<file path="src/lvdc_pkg.sv">
// Purpose: Shared constants and types of the low-voltage detect control block
// Assumes: 8-bit register port at 16-bit byte addresses, 250 MHz clock
// Notes:   Offsets, field positions, reset values and counts live here only
package lvdc_pkg;

	localparam int ADDR_W = 16;
	localparam int DATA_W = 8;
	localparam int LEVEL_CODE_W = 4;
	localparam int PORT12_PINS = 5;

	// Register offsets
	localparam logic [ADDR_W-1:0] OFF_DETECT_CTRL = 16'hFFBE;
	localparam logic [ADDR_W-1:0] OFF_LEVEL_SEL = 16'hFFBF;
	localparam logic [ADDR_W-1:0] OFF_PORT12_DIR = 16'hFF2C;
	localparam logic [ADDR_W-1:0] OFF_RESET_CAUSE = 16'hFFA8;
	localparam logic [ADDR_W-1:0] OFF_INT_CTRL = 16'hFFA9;

	// Detect control fields
	localparam int BIT_BELOW = 0;
	localparam int BIT_MODE = 1;
	localparam int BIT_SRC = 2;
	localparam int BIT_ON = 7;

	// Reset cause and interrupt control fields
	localparam int BIT_CAUSE = 0;
	localparam int BIT_REQ = 0;
	localparam int BIT_MASK = 1;
	localparam int BIT_SETTLED = 2;

	// Values after reset, and the level code used for external sensing
	localparam logic [DATA_W-1:0] RST_LEVEL_SEL = 8'h00;
	localparam logic [DATA_W-1:0] RST_PORT12_DIR = 8'hFF;
	localparam logic [DATA_W-1:0] RST_INT_CTRL = 8'h02;
	localparam logic [LEVEL_CODE_W-1:0] EXT_LEVEL_CODE = 4'h0;

	// Fixed external threshold, for reference only
	localparam int EXT_THRESH_MV = 1210;

	// Comparator settling window
	localparam int CLK_MHZ = 250;
	localparam int STAB_TIME_US = 10;
	localparam int STAB_CYCLES = STAB_TIME_US * CLK_MHZ;
	localparam int STAB_CNT_W = 12;

	typedef enum logic [1:0] {
		DET_OFF,
		DET_SETTLE,
		DET_RUN
	} lvdc_det_state_t;

endpackage

</file>
<file path="src/lvdc_sync.sv">
// Purpose: Two-stage synchroniser for the comparator output
// Assumes: Input is asynchronous to clk
// Notes:   First stage is read by the second stage only
`timescale 1ns/100ps
`default_nettype none
module lvdc_sync (
	input  wire logic clk,
	input  wire logic rst,
	input  wire logic async_in,
	output logic      sync_out
);

	logic meta_r;
	logic sync_r;

	always_ff @(posedge clk) begin
		if (rst) begin
			meta_r <= 1'b0;
			sync_r <= 1'b0;
		end else begin
			meta_r <= async_in;
			sync_r <= meta_r;
		end
	end

	assign sync_out = sync_r;

endmodule // lvdc_sync
`default_nettype wire

</file>
<file path="src/lvdc_port_dir.sv">
// Purpose: Port 12 direction register and pin buffer enables
// Assumes: Write strobe already decoded for this register
// Notes:   Upper three bits are fixed at one
`timescale 1ns/100ps
`default_nettype none
module lvdc_port_dir (
	input  wire logic                                 clk,
	input  wire logic                                 any_rst,
	input  wire logic                                 wr_en,
	input  wire logic [lvdc_pkg::DATA_W-1:0]          wdata,
	output logic      [lvdc_pkg::DATA_W-1:0]          dir_value,
	output logic      [lvdc_pkg::PORT12_PINS-1:0]     dir_bits,
	output logic      [lvdc_pkg::PORT12_PINS-1:0]     oe_bits
);

	logic [lvdc_pkg::PORT12_PINS-1:0] dir_r;

	// RULE5 all inputs after reset
	always_ff @(posedge clk) begin
		if (any_rst) begin
			dir_r <= lvdc_pkg::RST_PORT12_DIR[lvdc_pkg::PORT12_PINS-1:0];
		end else if (wr_en) begin
			dir_r <= wdata[lvdc_pkg::PORT12_PINS-1:0];
		end
	end

	// RULE5 fixed ones above
	assign dir_value = {lvdc_pkg::RST_PORT12_DIR[lvdc_pkg::DATA_W-1:lvdc_pkg::PORT12_PINS], dir_r};
	assign dir_bits = dir_r;
	// RULE6 zero drives pin
	assign oe_bits = ~dir_r;

endmodule // lvdc_port_dir
`default_nettype wire

</file>
<file path="src/lvdc_top.sv">
// Purpose: Low-voltage detect control: flag, reset and interrupt modes, pin direction
// Assumes: Analog comparator gives CMP_BELOW high while the level is under threshold
// Notes:   Internal reset leaves mode bits intact; SYS_RST is every other reset
//
// Contract
// RULE1 - Software writes zero to upper level bits
// RULE2 - Software keeps level fixed while detector on
// RULE3 - External sensing uses fixed threshold, ignores code
// RULE4 - Software sets pin direction input for sensing
// RULE5 - Direction register resets to all ones
// RULE6 - Direction zero output, one input
// RULE7 - Reset mode supply: reset while below
// RULE8 - Reset mode external: reset while below
// RULE9 - Interrupt mode supply: interrupt both crossings
// RULE10 - Interrupt mode external: interrupt both crossings
// RULE11 - Bit 0 shows below-threshold state
// RULE12 - Mode bit 1, source bit 2
// RULE13 - Software supply start sequence with wait
// RULE14 - Software external start sequence with wait
// RULE15 - Software masks interrupt before enabling detector
// RULE16 - No reset when level good at mode set
// RULE17 - Software stops via 00H or ordered clears
// RULE18 - Detector reset recorded in cause bit 0
// RULE19 - Any reset sets interrupt mask
// RULE20 - Control bits survive detector reset only
// RULE21 - Flag drives interrupt line in interrupt mode
// RULE22 - Level code picks one of sixteen thresholds
// RULE23 - Bit 7 enables comparator; flag zero when off
// RULE24 - Comparator output synchronised in two stages
`timescale 1ns/100ps
`default_nettype none
module lvdc_top (
	input  wire logic                                 CLOCK,
	input  wire logic                                 SYS_RST,
	input  wire logic [lvdc_pkg::ADDR_W-1:0]          REG_ADDR,
	input  wire logic [lvdc_pkg::DATA_W-1:0]          REG_WDATA,
	input  wire logic                                 REG_WR,
	input  wire logic                                 REG_RD,
	output logic      [lvdc_pkg::DATA_W-1:0]          REG_RDATA,
	input  wire logic                                 CMP_BELOW,
	output logic                                      CMP_ENABLE,
	output logic                                      CMP_SRC_EXT,
	output logic      [lvdc_pkg::LEVEL_CODE_W-1:0]    CMP_LEVEL_CODE,
	output logic                                      LVD_RESET,
	output logic                                      LVD_INTERRUPT,
	output logic                                      LVD_INT_REQ,
	output logic                                      LVD_INT_MASK,
	output logic      [lvdc_pkg::PORT12_PINS-1:0]     P12_DIR,
	output logic      [lvdc_pkg::PORT12_PINS-1:0]     P12_OE
);

	logic                                  on_r;
	logic                                  mode_r;
	logic                                  src_r;
	logic [lvdc_pkg::LEVEL_CODE_W-1:0]     level_r;
	logic [lvdc_pkg::LEVEL_CODE_W-1:0]     cmp_level_r;
	logic                                  cmp_sync;
	logic                                  below_flag_r;
	logic                                  below_prev_r;
	logic                                  lvd_rst_r;
	logic                                  irq_line_r;
	logic                                  int_req_r;
	logic                                  int_mask_r;
	logic                                  cause_r;
	logic                                  settled_r;
	logic [lvdc_pkg::STAB_CNT_W-1:0]       stab_cnt_r;
	logic [lvdc_pkg::STAB_CNT_W-1:0]       stab_cnt_nxt;
	lvdc_pkg::lvdc_det_state_t             det_state_r;
	lvdc_pkg::lvdc_det_state_t             det_state_nxt;
	logic [lvdc_pkg::DATA_W-1:0]           rdata_r;
	logic [lvdc_pkg::DATA_W-1:0]           rd_mux;
	logic [lvdc_pkg::DATA_W-1:0]           dir_value;
	logic                                  any_rst;
	logic                                  wr_ctrl;
	logic                                  wr_level;
	logic                                  wr_dir;
	logic                                  wr_int;
	logic                                  rd_cause;
	logic                                  crossing;

	// Address decode shared by read and write paths
	function automatic logic hit(input logic [lvdc_pkg::ADDR_W-1:0] addr,
				input logic [lvdc_pkg::ADDR_W-1:0] off);
		hit = (addr == off);
	endfunction

	// Writes are dropped while the detector holds the chip in reset
	assign wr_ctrl = REG_WR && !lvd_rst_r && hit(REG_ADDR, lvdc_pkg::OFF_DETECT_CTRL);
	assign wr_level = REG_WR && !lvd_rst_r && hit(REG_ADDR, lvdc_pkg::OFF_LEVEL_SEL);
	assign wr_dir = REG_WR && !lvd_rst_r && hit(REG_ADDR, lvdc_pkg::OFF_PORT12_DIR);
	assign wr_int = REG_WR && !lvd_rst_r && hit(REG_ADDR, lvdc_pkg::OFF_INT_CTRL);
	assign rd_cause = REG_RD && hit(REG_ADDR, lvdc_pkg::OFF_RESET_CAUSE);
	assign any_rst = SYS_RST || lvd_rst_r;

	// RULE24 two stages, held clear while off: no stale level at enable
	lvdc_sync u_sync (
		.clk      (CLOCK),
		.rst      (SYS_RST || !on_r),
		.async_in (CMP_BELOW),
		.sync_out (cmp_sync)
	);

	lvdc_port_dir u_port_dir (
		.clk       (CLOCK),
		.any_rst   (any_rst),
		.wr_en     (wr_dir),
		.wdata     (REG_WDATA),
		.dir_value (dir_value),
		.dir_bits  (P12_DIR),
		.oe_bits   (P12_OE)
	);

	// RULE20 kept through detector reset
	always_ff @(posedge CLOCK) begin
		if (SYS_RST) begin
			on_r <= 1'b0;
			mode_r <= 1'b0;
			src_r <= 1'b0;
		end else if (wr_ctrl) begin
			// RULE12 mode and source fields
			on_r <= REG_WDATA[lvdc_pkg::BIT_ON];
			mode_r <= REG_WDATA[lvdc_pkg::BIT_MODE];
			src_r <= REG_WDATA[lvdc_pkg::BIT_SRC];
		end
	end

	// Only the low four bits are stored; upper bits read zero
	always_ff @(posedge CLOCK) begin
		if (SYS_RST) begin
			level_r <= lvdc_pkg::RST_LEVEL_SEL[lvdc_pkg::LEVEL_CODE_W-1:0];
		end else if (wr_level) begin
			level_r <= REG_WDATA[lvdc_pkg::LEVEL_CODE_W-1:0];
		end
	end

	// RULE3 external uses fixed reference
	always_ff @(posedge CLOCK) begin
		if (SYS_RST) begin
			cmp_level_r <= lvdc_pkg::RST_LEVEL_SEL[lvdc_pkg::LEVEL_CODE_W-1:0];
		end else if (src_r) begin
			cmp_level_r <= lvdc_pkg::EXT_LEVEL_CODE;
		end else begin
			// RULE22 code to analog selector
			cmp_level_r <= level_r;
		end
	end

	// RULE23 flag cleared while off
	always_ff @(posedge CLOCK) begin
		if (SYS_RST) begin
			below_flag_r <= 1'b0;
			below_prev_r <= 1'b0;
		end else begin
			// RULE11 live below-level state
			below_flag_r <= on_r && cmp_sync;
			below_prev_r <= below_flag_r;
		end
	end

	// Settle tracking only informs software; modes act at once
	always_comb begin
		det_state_nxt = det_state_r;
		stab_cnt_nxt = stab_cnt_r;
		unique case (det_state_r)
			lvdc_pkg::DET_OFF: begin
				stab_cnt_nxt = '0;
				if (on_r) begin
					det_state_nxt = lvdc_pkg::DET_SETTLE;
				end
			end
			lvdc_pkg::DET_SETTLE: begin
				stab_cnt_nxt = stab_cnt_r + 12'h001;
				if (!on_r) begin
					det_state_nxt = lvdc_pkg::DET_OFF;
				end else if (stab_cnt_r == 12'(lvdc_pkg::STAB_CYCLES - 1)) begin
					det_state_nxt = lvdc_pkg::DET_RUN;
				end
			end
			lvdc_pkg::DET_RUN: begin
				if (!on_r) begin
					det_state_nxt = lvdc_pkg::DET_OFF;
				end
			end
			default: begin
				det_state_nxt = lvdc_pkg::DET_OFF;
			end
		endcase
	end

	always_ff @(posedge CLOCK) begin
		if (SYS_RST) begin
			det_state_r <= lvdc_pkg::DET_OFF;
			stab_cnt_r <= '0;
			settled_r <= 1'b0;
		end else begin
			det_state_r <= det_state_nxt;
			stab_cnt_r <= stab_cnt_nxt;
			settled_r <= (det_state_nxt == lvdc_pkg::DET_RUN);
		end
	end

	// RULE7 RULE8 reset while below
	always_ff @(posedge CLOCK) begin
		if (SYS_RST) begin
			lvd_rst_r <= 1'b0;
		end else begin
			// RULE16 good level gives none
			lvd_rst_r <= on_r && mode_r && below_flag_r;
		end
	end

	// RULE21 flag onto request line
	always_ff @(posedge CLOCK) begin
		if (SYS_RST) begin
			irq_line_r <= 1'b0;
		end else begin
			irq_line_r <= on_r && !mode_r && below_flag_r;
		end
	end

	// RULE9 RULE10 both crossings flagged
	assign crossing = on_r && !mode_r && (below_flag_r != below_prev_r);

	// Set wins over a clear in the same cycle
	always_ff @(posedge CLOCK) begin
		if (SYS_RST) begin
			int_req_r <= 1'b0;
		end else if (crossing) begin
			int_req_r <= 1'b1;
		end else if (wr_int && !REG_WDATA[lvdc_pkg::BIT_REQ]) begin
			int_req_r <= 1'b0;
		end
	end

	// RULE19 any reset masks
	always_ff @(posedge CLOCK) begin
		if (any_rst) begin
			int_mask_r <= lvdc_pkg::RST_INT_CTRL[lvdc_pkg::BIT_MASK];
		end else if (wr_int) begin
			int_mask_r <= REG_WDATA[lvdc_pkg::BIT_MASK];
		end
	end

	// RULE18 record detector reset
	always_ff @(posedge CLOCK) begin
		if (SYS_RST) begin
			cause_r <= 1'b0;
		end else if (lvd_rst_r) begin
			cause_r <= 1'b1;
		end else if (rd_cause) begin
			// Cleared by reading, so a later reset is seen afresh
			cause_r <= 1'b0;
		end
	end

	// Read mux; unmapped addresses read zero
	always_comb begin
		rd_mux = '0;
		if (hit(REG_ADDR, lvdc_pkg::OFF_DETECT_CTRL)) begin
			rd_mux[lvdc_pkg::BIT_ON] = on_r;
			rd_mux[lvdc_pkg::BIT_SRC] = src_r;
			rd_mux[lvdc_pkg::BIT_MODE] = mode_r;
			rd_mux[lvdc_pkg::BIT_BELOW] = below_flag_r;
		end else if (hit(REG_ADDR, lvdc_pkg::OFF_LEVEL_SEL)) begin
			rd_mux[lvdc_pkg::LEVEL_CODE_W-1:0] = level_r;
		end else if (hit(REG_ADDR, lvdc_pkg::OFF_PORT12_DIR)) begin
			rd_mux = dir_value;
		end else if (hit(REG_ADDR, lvdc_pkg::OFF_RESET_CAUSE)) begin
			rd_mux[lvdc_pkg::BIT_CAUSE] = cause_r;
		end else if (hit(REG_ADDR, lvdc_pkg::OFF_INT_CTRL)) begin
			rd_mux[lvdc_pkg::BIT_REQ] = int_req_r;
			rd_mux[lvdc_pkg::BIT_MASK] = int_mask_r;
			rd_mux[lvdc_pkg::BIT_SETTLED] = settled_r;
		end
	end

	// Data stand only in the cycle after the strobe
	always_ff @(posedge CLOCK) begin
		if (SYS_RST) begin
			rdata_r <= '0;
		end else if (REG_RD) begin
			rdata_r <= rd_mux;
		end else begin
			rdata_r <= '0;
		end
	end

	assign REG_RDATA = rdata_r;
	assign CMP_ENABLE = on_r;
	assign CMP_SRC_EXT = src_r;
	assign CMP_LEVEL_CODE = cmp_level_r;
	assign LVD_RESET = lvd_rst_r;
	assign LVD_INTERRUPT = irq_line_r;
	assign LVD_INT_REQ = int_req_r;
	assign LVD_INT_MASK = int_mask_r;
endmodule // lvdc_top
`default_nettype wire

</file>
<file path="config.mk">
export PLATFORM = sky130hd
export DESIGN_NAME = lvdc_top
export DESIGN_NICKNAME = d
export VERILOG_FILES = /design/src/lvdc_pkg.sv /design/src/lvdc_sync.sv /design/src/lvdc_port_dir.sv /design/src/lvdc_top.sv
export SDC_FILE = /design/constraint.sdc
export NUM_CORES = 1
export LEC_CHECK = 0
export ABC_AREA = 0
export BUFFER_PORTS_ARGS = -buffer_cell sky130_fd_sc_hd__buf_4
export CAP_MARGIN = 20
export CORE_ASPECT_RATIO = 0.6
export CORE_MARGIN = 2
export CORE_UTILIZATION = 47
export CTS_CLUSTER_SIZE = 10
export DETAILED_ROUTE_END_ITERATION = 6
export PLACE_DENSITY_LB_ADDON = 0.08
export SLEW_MARGIN = 10
export SYNTH_ARGS = -nofsm -noshare
export SYNTH_HDL_FRONTEND = slang
export SYNTH_SLANG_ARGS = --single-unit
export TNS_END_PERCENT = 20
</file>
<file path="constraint.sdc">
create_clock -name CLOCK -period 1.35 [get_ports CLOCK]
set_input_delay 0.27 -clock CLOCK [delete_from_list [all_inputs] [get_ports CLOCK]]
set_output_delay 0.27 -clock CLOCK [all_outputs]
set_load 0.03 [all_outputs]
</file>
Yosys cells after proc, flatten, opt, wreduce, memory -nomap -nowiden
Cells that the tools add are included.
- reductions and logical operators: 28
- bitwise logic cells: 3
- equality and inequality tests: 10
- mux-type cells: 19
- $add $sub $neg: 1
- operators with widths (cell ; count):
    equality test 16 bit (second input constant) ; 5
    one-hot mux 12 bit (2 select lines) ; 1
    logical AND 1 bit ; 13
    adder 12 x 1 -> 12 bit (second input constant) ; 1
    equality test 12 bit (second input constant) ; 1
    2-to-1 mux 2 bit ; 5
    2-to-1 mux 3 bit ; 3
    2-to-1 mux 4 bit ; 2
    2-to-1 mux 1 bit ; 6
    one-hot mux 2 bit (3 select lines) ; 1
    nonzero test 2 bit ; 3
    2-to-1 mux 5 bit ; 1
    inverter 5 bit ; 1
    OR reduction 5 bit ; 1
    equality test 2 bit (second input constant) ; 2
    logical NOT 1 bit ; 4
    OR reduction 2 bit ; 2
    OR reduction 4 bit ; 1
    OR reduction 3 bit ; 1
    equality test 2 x 1 -> 1 bit (second input constant) ; 1
    logical NOT 2 bit ; 1
    logical OR 1 bit ; 2
    inverter 1 bit ; 2
    inequality test 1 bit ; 1
- output and inout bits: 28
- word-level logic and storage cells: 83
- bits in registers: 48
- input port bits: 29

Logic depth before layout (Yosys ltp)
- word-level depth: 6
- gate-level depth with buffers: 6
- gate-level depth less buffers: 5

By module
From an unflattened synthesis, not the netlist that was laid out.
- cells, all modules: 237
- area total of the unflattened synthesis: 2107.0 sq um
- by module, submodules not included (module ; instances ; seq. area each (sq um) ; area an instance (sq um) ; cells an instance):
    lvdc_top ; 1 ; 820.8 ; 1800.5 ; 202
    lvdc_port_dir ; 1 ; 100.1 ; 254.0 ; 31
    lvdc_sync ; 1 ; 40.0 ; 52.6 ; 4

Worst setup path before layout
No wires, ideal clock.
- path kind: register -> register
- start: register stab_cnt_r[0] (netlist name)
- end: register stab_cnt_r[8] (netlist name)
- required time: 1.279 ns
- arrival time: 1.378 ns
- period minus slack after synthesis: 1.448 ns
- cell stages (with the launch flop): 7
- setup time: 0.071 ns
- buffers on the path: 1
- setup slack: -0.098 ns
- cell sequence: dfxtp_1 ha_1 and3_1 buf_2 nand2_1 or4_1 a21oi_1
- longest elaborated chain between the ends: 2
- RTL lines (what ; RTL line ; RTL):
    start, declared ; lvdc_top.sv:66 ; logic [lvdc_pkg::STAB_CNT_W-1:0] stab_cnt_r;
    start signal, assigned ; lvdc_top.sv:197 ; stab_cnt_r <= stab_cnt_nxt;
    adder 12 x 1 -> 12 bit ; lvdc_top.sv:172 ; stab_cnt_nxt = stab_cnt_r + 12'h001;
    one-hot mux 12 bit (2 select lines) ; lvdc_top.sv:164 ; unique case (det_state_r)
No other way between the ends.
A chain may end at the register's enable or synchronous reset.

Worst setup path in the final report
- start: register stab_cnt_r[1] (netlist name)
- end: register stab_cnt_r[9] (netlist name)
The elaborated chain is that of the path after synthesis.

==> metrics.md <==
| Metric | Value |
|---|---|
| Status | `finished with violations` |
| Failing checks | `negative setup slack` |
| Drt initial violations | `221` |
| R2R setup slack | `-4 ps` |
| Syn nets | `286` |
| Type of the most critical hold path | `primary input to flop` |
| Pre-antenna DRT Iters | `5` |
| Sequential share of the synthesized area | `43.5%` |
| Die width | `91.6 µm` |
| Io pins | `57` |
| # nets final | `376` |
| First-pass GRT wire length | `9650 µm` |
| Gr ovfl total | `0` |
| Buffer and inverter count on the worst path | `0` |
| FP Rows | `19` |
| Final Hold Fails | `0` |
| Largest net degree at the start of global routing | `24` |
| Clock Tree Root | `clkbuf_8` |
| Clock Skew | `8.61 ps` |
| Core area | `4490 µm²` |
| Critical path class | `flop to flop` |
| Number of fill cells in the layout | `406` |
| Worst Tran Pin Value | `388 ps` |
| I/O Buffers | `54` |
| Pleak | `1.33 nW` |
| Synth async-reset ratio | `0%` |
| CP required | `1570 ps` |
| Worst path cell trace | `and4_4 > nand2_2 > or4_1 > a31oi_1` |
| Final worst setup slack | `-4.38 ps` |
| RSZ-0062 raised after global routing | `true` |
| Pwr/cell area | `853 nW/µm²` |
| Global placement routability congestion | `0.888` |
| Final Cycle Share | `100%` |
| Syn avg cell area | `8.45 µm²` |
| Post-synth EDFFs | `0` |
| Total Power | `2.63 mW` |
| Netlist Area Pre-Place | `2160 µm²` |
| Flops & latches, synth | `47` |
| Max Cap Viol | `0` |
| # setup viols final | `1` |
| Area growth syn-to-layout | `42.7%` |
| Area of the multi-input gates | `1130 µm²` |
| CP Capture Type | `flop` |
| Critical Path Max Stage Delay | `470 ps` |
| Number of global-route vias before repair | `1985` |
| CP Data Arrival Time | `1570 ps` |
| GRT Overall Usage | `23.5%` |
| Initial Util | `48.1%` |
| Ratio of cells with drive above 1 in the final layout | `37.8%` |
| Slowest cell on crit path | `or4_1` |
| Syn. warnings | `0` |
| CTS tree | `yes` |
| Vias/cell | `5.36` |
| Worst-skew pair later-pin latency | `290 ps` |
| # H-tree levels | `2` |
| Antenna cell count | `0` |
| TritonCTS buffer count | `5` |
| Max Slew Vio Count | `0` |
| Gate Count Post-Synth | `256` |
| Delay-heaviest family, CP | `simple AND/OR/NAND/NOR gates` |
| Antenna violations before repair | `0` |
| CP Launch Type | `flop` |
| Slew headroom | `74.2%` |
| Synth cell types | `50` |
| Wirelength per Cell | `14.1 µm` |
| Remaining antenna violation count after routing | `0` |
| Tmin final | `1350 ps` |
| Dpl hpwl | `4530 µm` |
| Clock tree buffer depth | `2` |
| CP max FO | `4` |
| Clk slew on worst S/H paths | `90 ps` |
| Fin Hold WS | `182 ps` |
| Drc violations | `0` |
| DR vias | `2196` |
| Top FF cell, synth | `dfxtp_1` |
| Die area | `5180 µm²` |
| Die Y-Extent | `56.5 µm` |
| Fmax | `738 MHz` |
| VDD IR-drop max | `582 µV` |
| Num Clock Sinks | `47` |
| Routed WL | `5800 µm` |
| Sequential cell area | `955 µm²` |
cells in the mapped netlist, types with 4 or more instances:
cell       n  share of area, %
and2_1    12               3.5
a21oi_1   18               4.2
nor3_1     5               1.2
inv_1     10               1.7
nor2_1    18               3.1
a41oi_1    6               2.4
nand2_1   20               3.5
nor2b_1    4               1.2
a31oi_1    8               2.3
buf_2      7               1.6
dfxtp_1   47                44
o21ai_1   13               3.0
and3_1     4               1.2
nand4_1    9               2.6
nand3_1   14               3.2
o21ai_0    6               1.4
clkbuf_1   6               1.0
report_power, final:
| part | leakage (nW) | switching, mW | internal, mW |
|---|---|---|---|
| sequential | 0.383 | 0.00000430 | 1.38 |
| combinational | 0.888 | 0.0862 | 0.0887 |
| clock | 0.0612 | 0.477 | 0.600 |
| total | 1.33 | 0.564 | 2.07 |
path summary, 6_finish.rpt:
path / to / depth (start not counted) / startpoint
worst min-delay path: u_sync.meta_r / 2 / CMP_BELOW
worst max-delay path: stab_cnt_r[9] / 4 / stab_cnt_r[1]
worst max register to register: stab_cnt_r[9] / 4 / stab_cnt_r[1]
worst min register to register: below_flag_r / 1 / u_sync.sync_out
sequential cells by signal (all words and copies together), names as in the netlist:
signal,count
mode_r,1
u_sync.meta_r,1
CMP_ENABLE,1
det_state_r,2
level_r,4
LVD_RESET,1
cause_r,1
below_flag_r,1
settled_r,1
LVD_INTERRUPT,1
u_port_dir.dir_bits,5
CMP_SRC_EXT,1
REG_RDATA,7
LVD_INT_MASK,1
CMP_LEVEL_CODE,4
below_prev_r,1
stab_cnt_r,12
LVD_INT_REQ,1
u_sync.sync_out,1
per-layer routing:
layer	global-route usage [%]	part of all wire [%]	wire length, µm	vias to the layer above
li1	-	-	-	1109
met1	39.4	53	3080	998
met2	29.3	38	2210	85
met3	5.77	8.4	485	4
met4	4.33	0.48	28	0
met5	0	0	0	-
through the flow:
| stage | utilization [%] | std cells | cell area, µm² | TNS [ps] | setup WS (ps) |
|---|---|---|---|---|---|
| 6_report | 68.7 | 410 | 3090 | -4.38 | -4.38 |
| 5_1_grt | 68.7 | 410 | 3090 | -195 | -74.9 |
| 4_1_cts | 68.1 | 408 | 3060 | -16.4 | -9.72 |
| 3_5_place_dp | 65.1 | 399 | 2920 | -4130 | -281 |
| 3_3_place_gp | 65.1 | 399 | 2920 | -3590 | -235 |
| 2_1_floorplan | - | 256 | 2220 | -50.1 | -18.3 |
placed cells by master, fill, tap and decap left out, types with 3 or more instances in the layout:
cell,n
a21oi_1,18
a31oi_1,8
a41oi_1,6
and2_1,11
and3_1,3
buf_4,101
clkbuf_8,6
dfxtp_1,40
dfxtp_2,5
inv_1,10
nand2_1,19
nand2b_1,3
nand3_1,13
nand4_1,9
nor2_1,18
nor2b_1,4
nor3_1,5
o21ai_0,6
o21ai_1,13
or4_1,3
area by class of cell:
| cell class | instances | area share (%) |
|---|---|---|
| Multi-Input combinational cell | 180 | 36.8 |
| Timing Repair Buffer | 101 | 24.6 |
| Sequential cell | 47 | 30.9 |
| Clock buffer | 6 | 2.68 |
| Inverter | 11 | 1.34 |
| Clock inverter | 2 | 1.14 |
| Tap cell | 63 | 2.55 |
cells by family after synthesis:
kind of cell    after synthesis  share of synthesized area, %
simple gates                110                          29.2
compound gates               66                          19.0
flops                        47                          43.5
buf+inv                      29                          6.31
mux                           2                         0.926
xor+xnor                      1                         0.405
fa+ha+maj                     1                         0.579
timing repair:
| item | CTS | global route |
|---|---|---|
| pin swaps | 5 | 3 |
| buffers inserted | 1 | 2 |
| gates resized for setup | 7 | 3 |
| endpoints found under the setup margin | 3 | 8 |
| hold buffers | 0 | 0 |
Power figures use the tool's default switching activity.
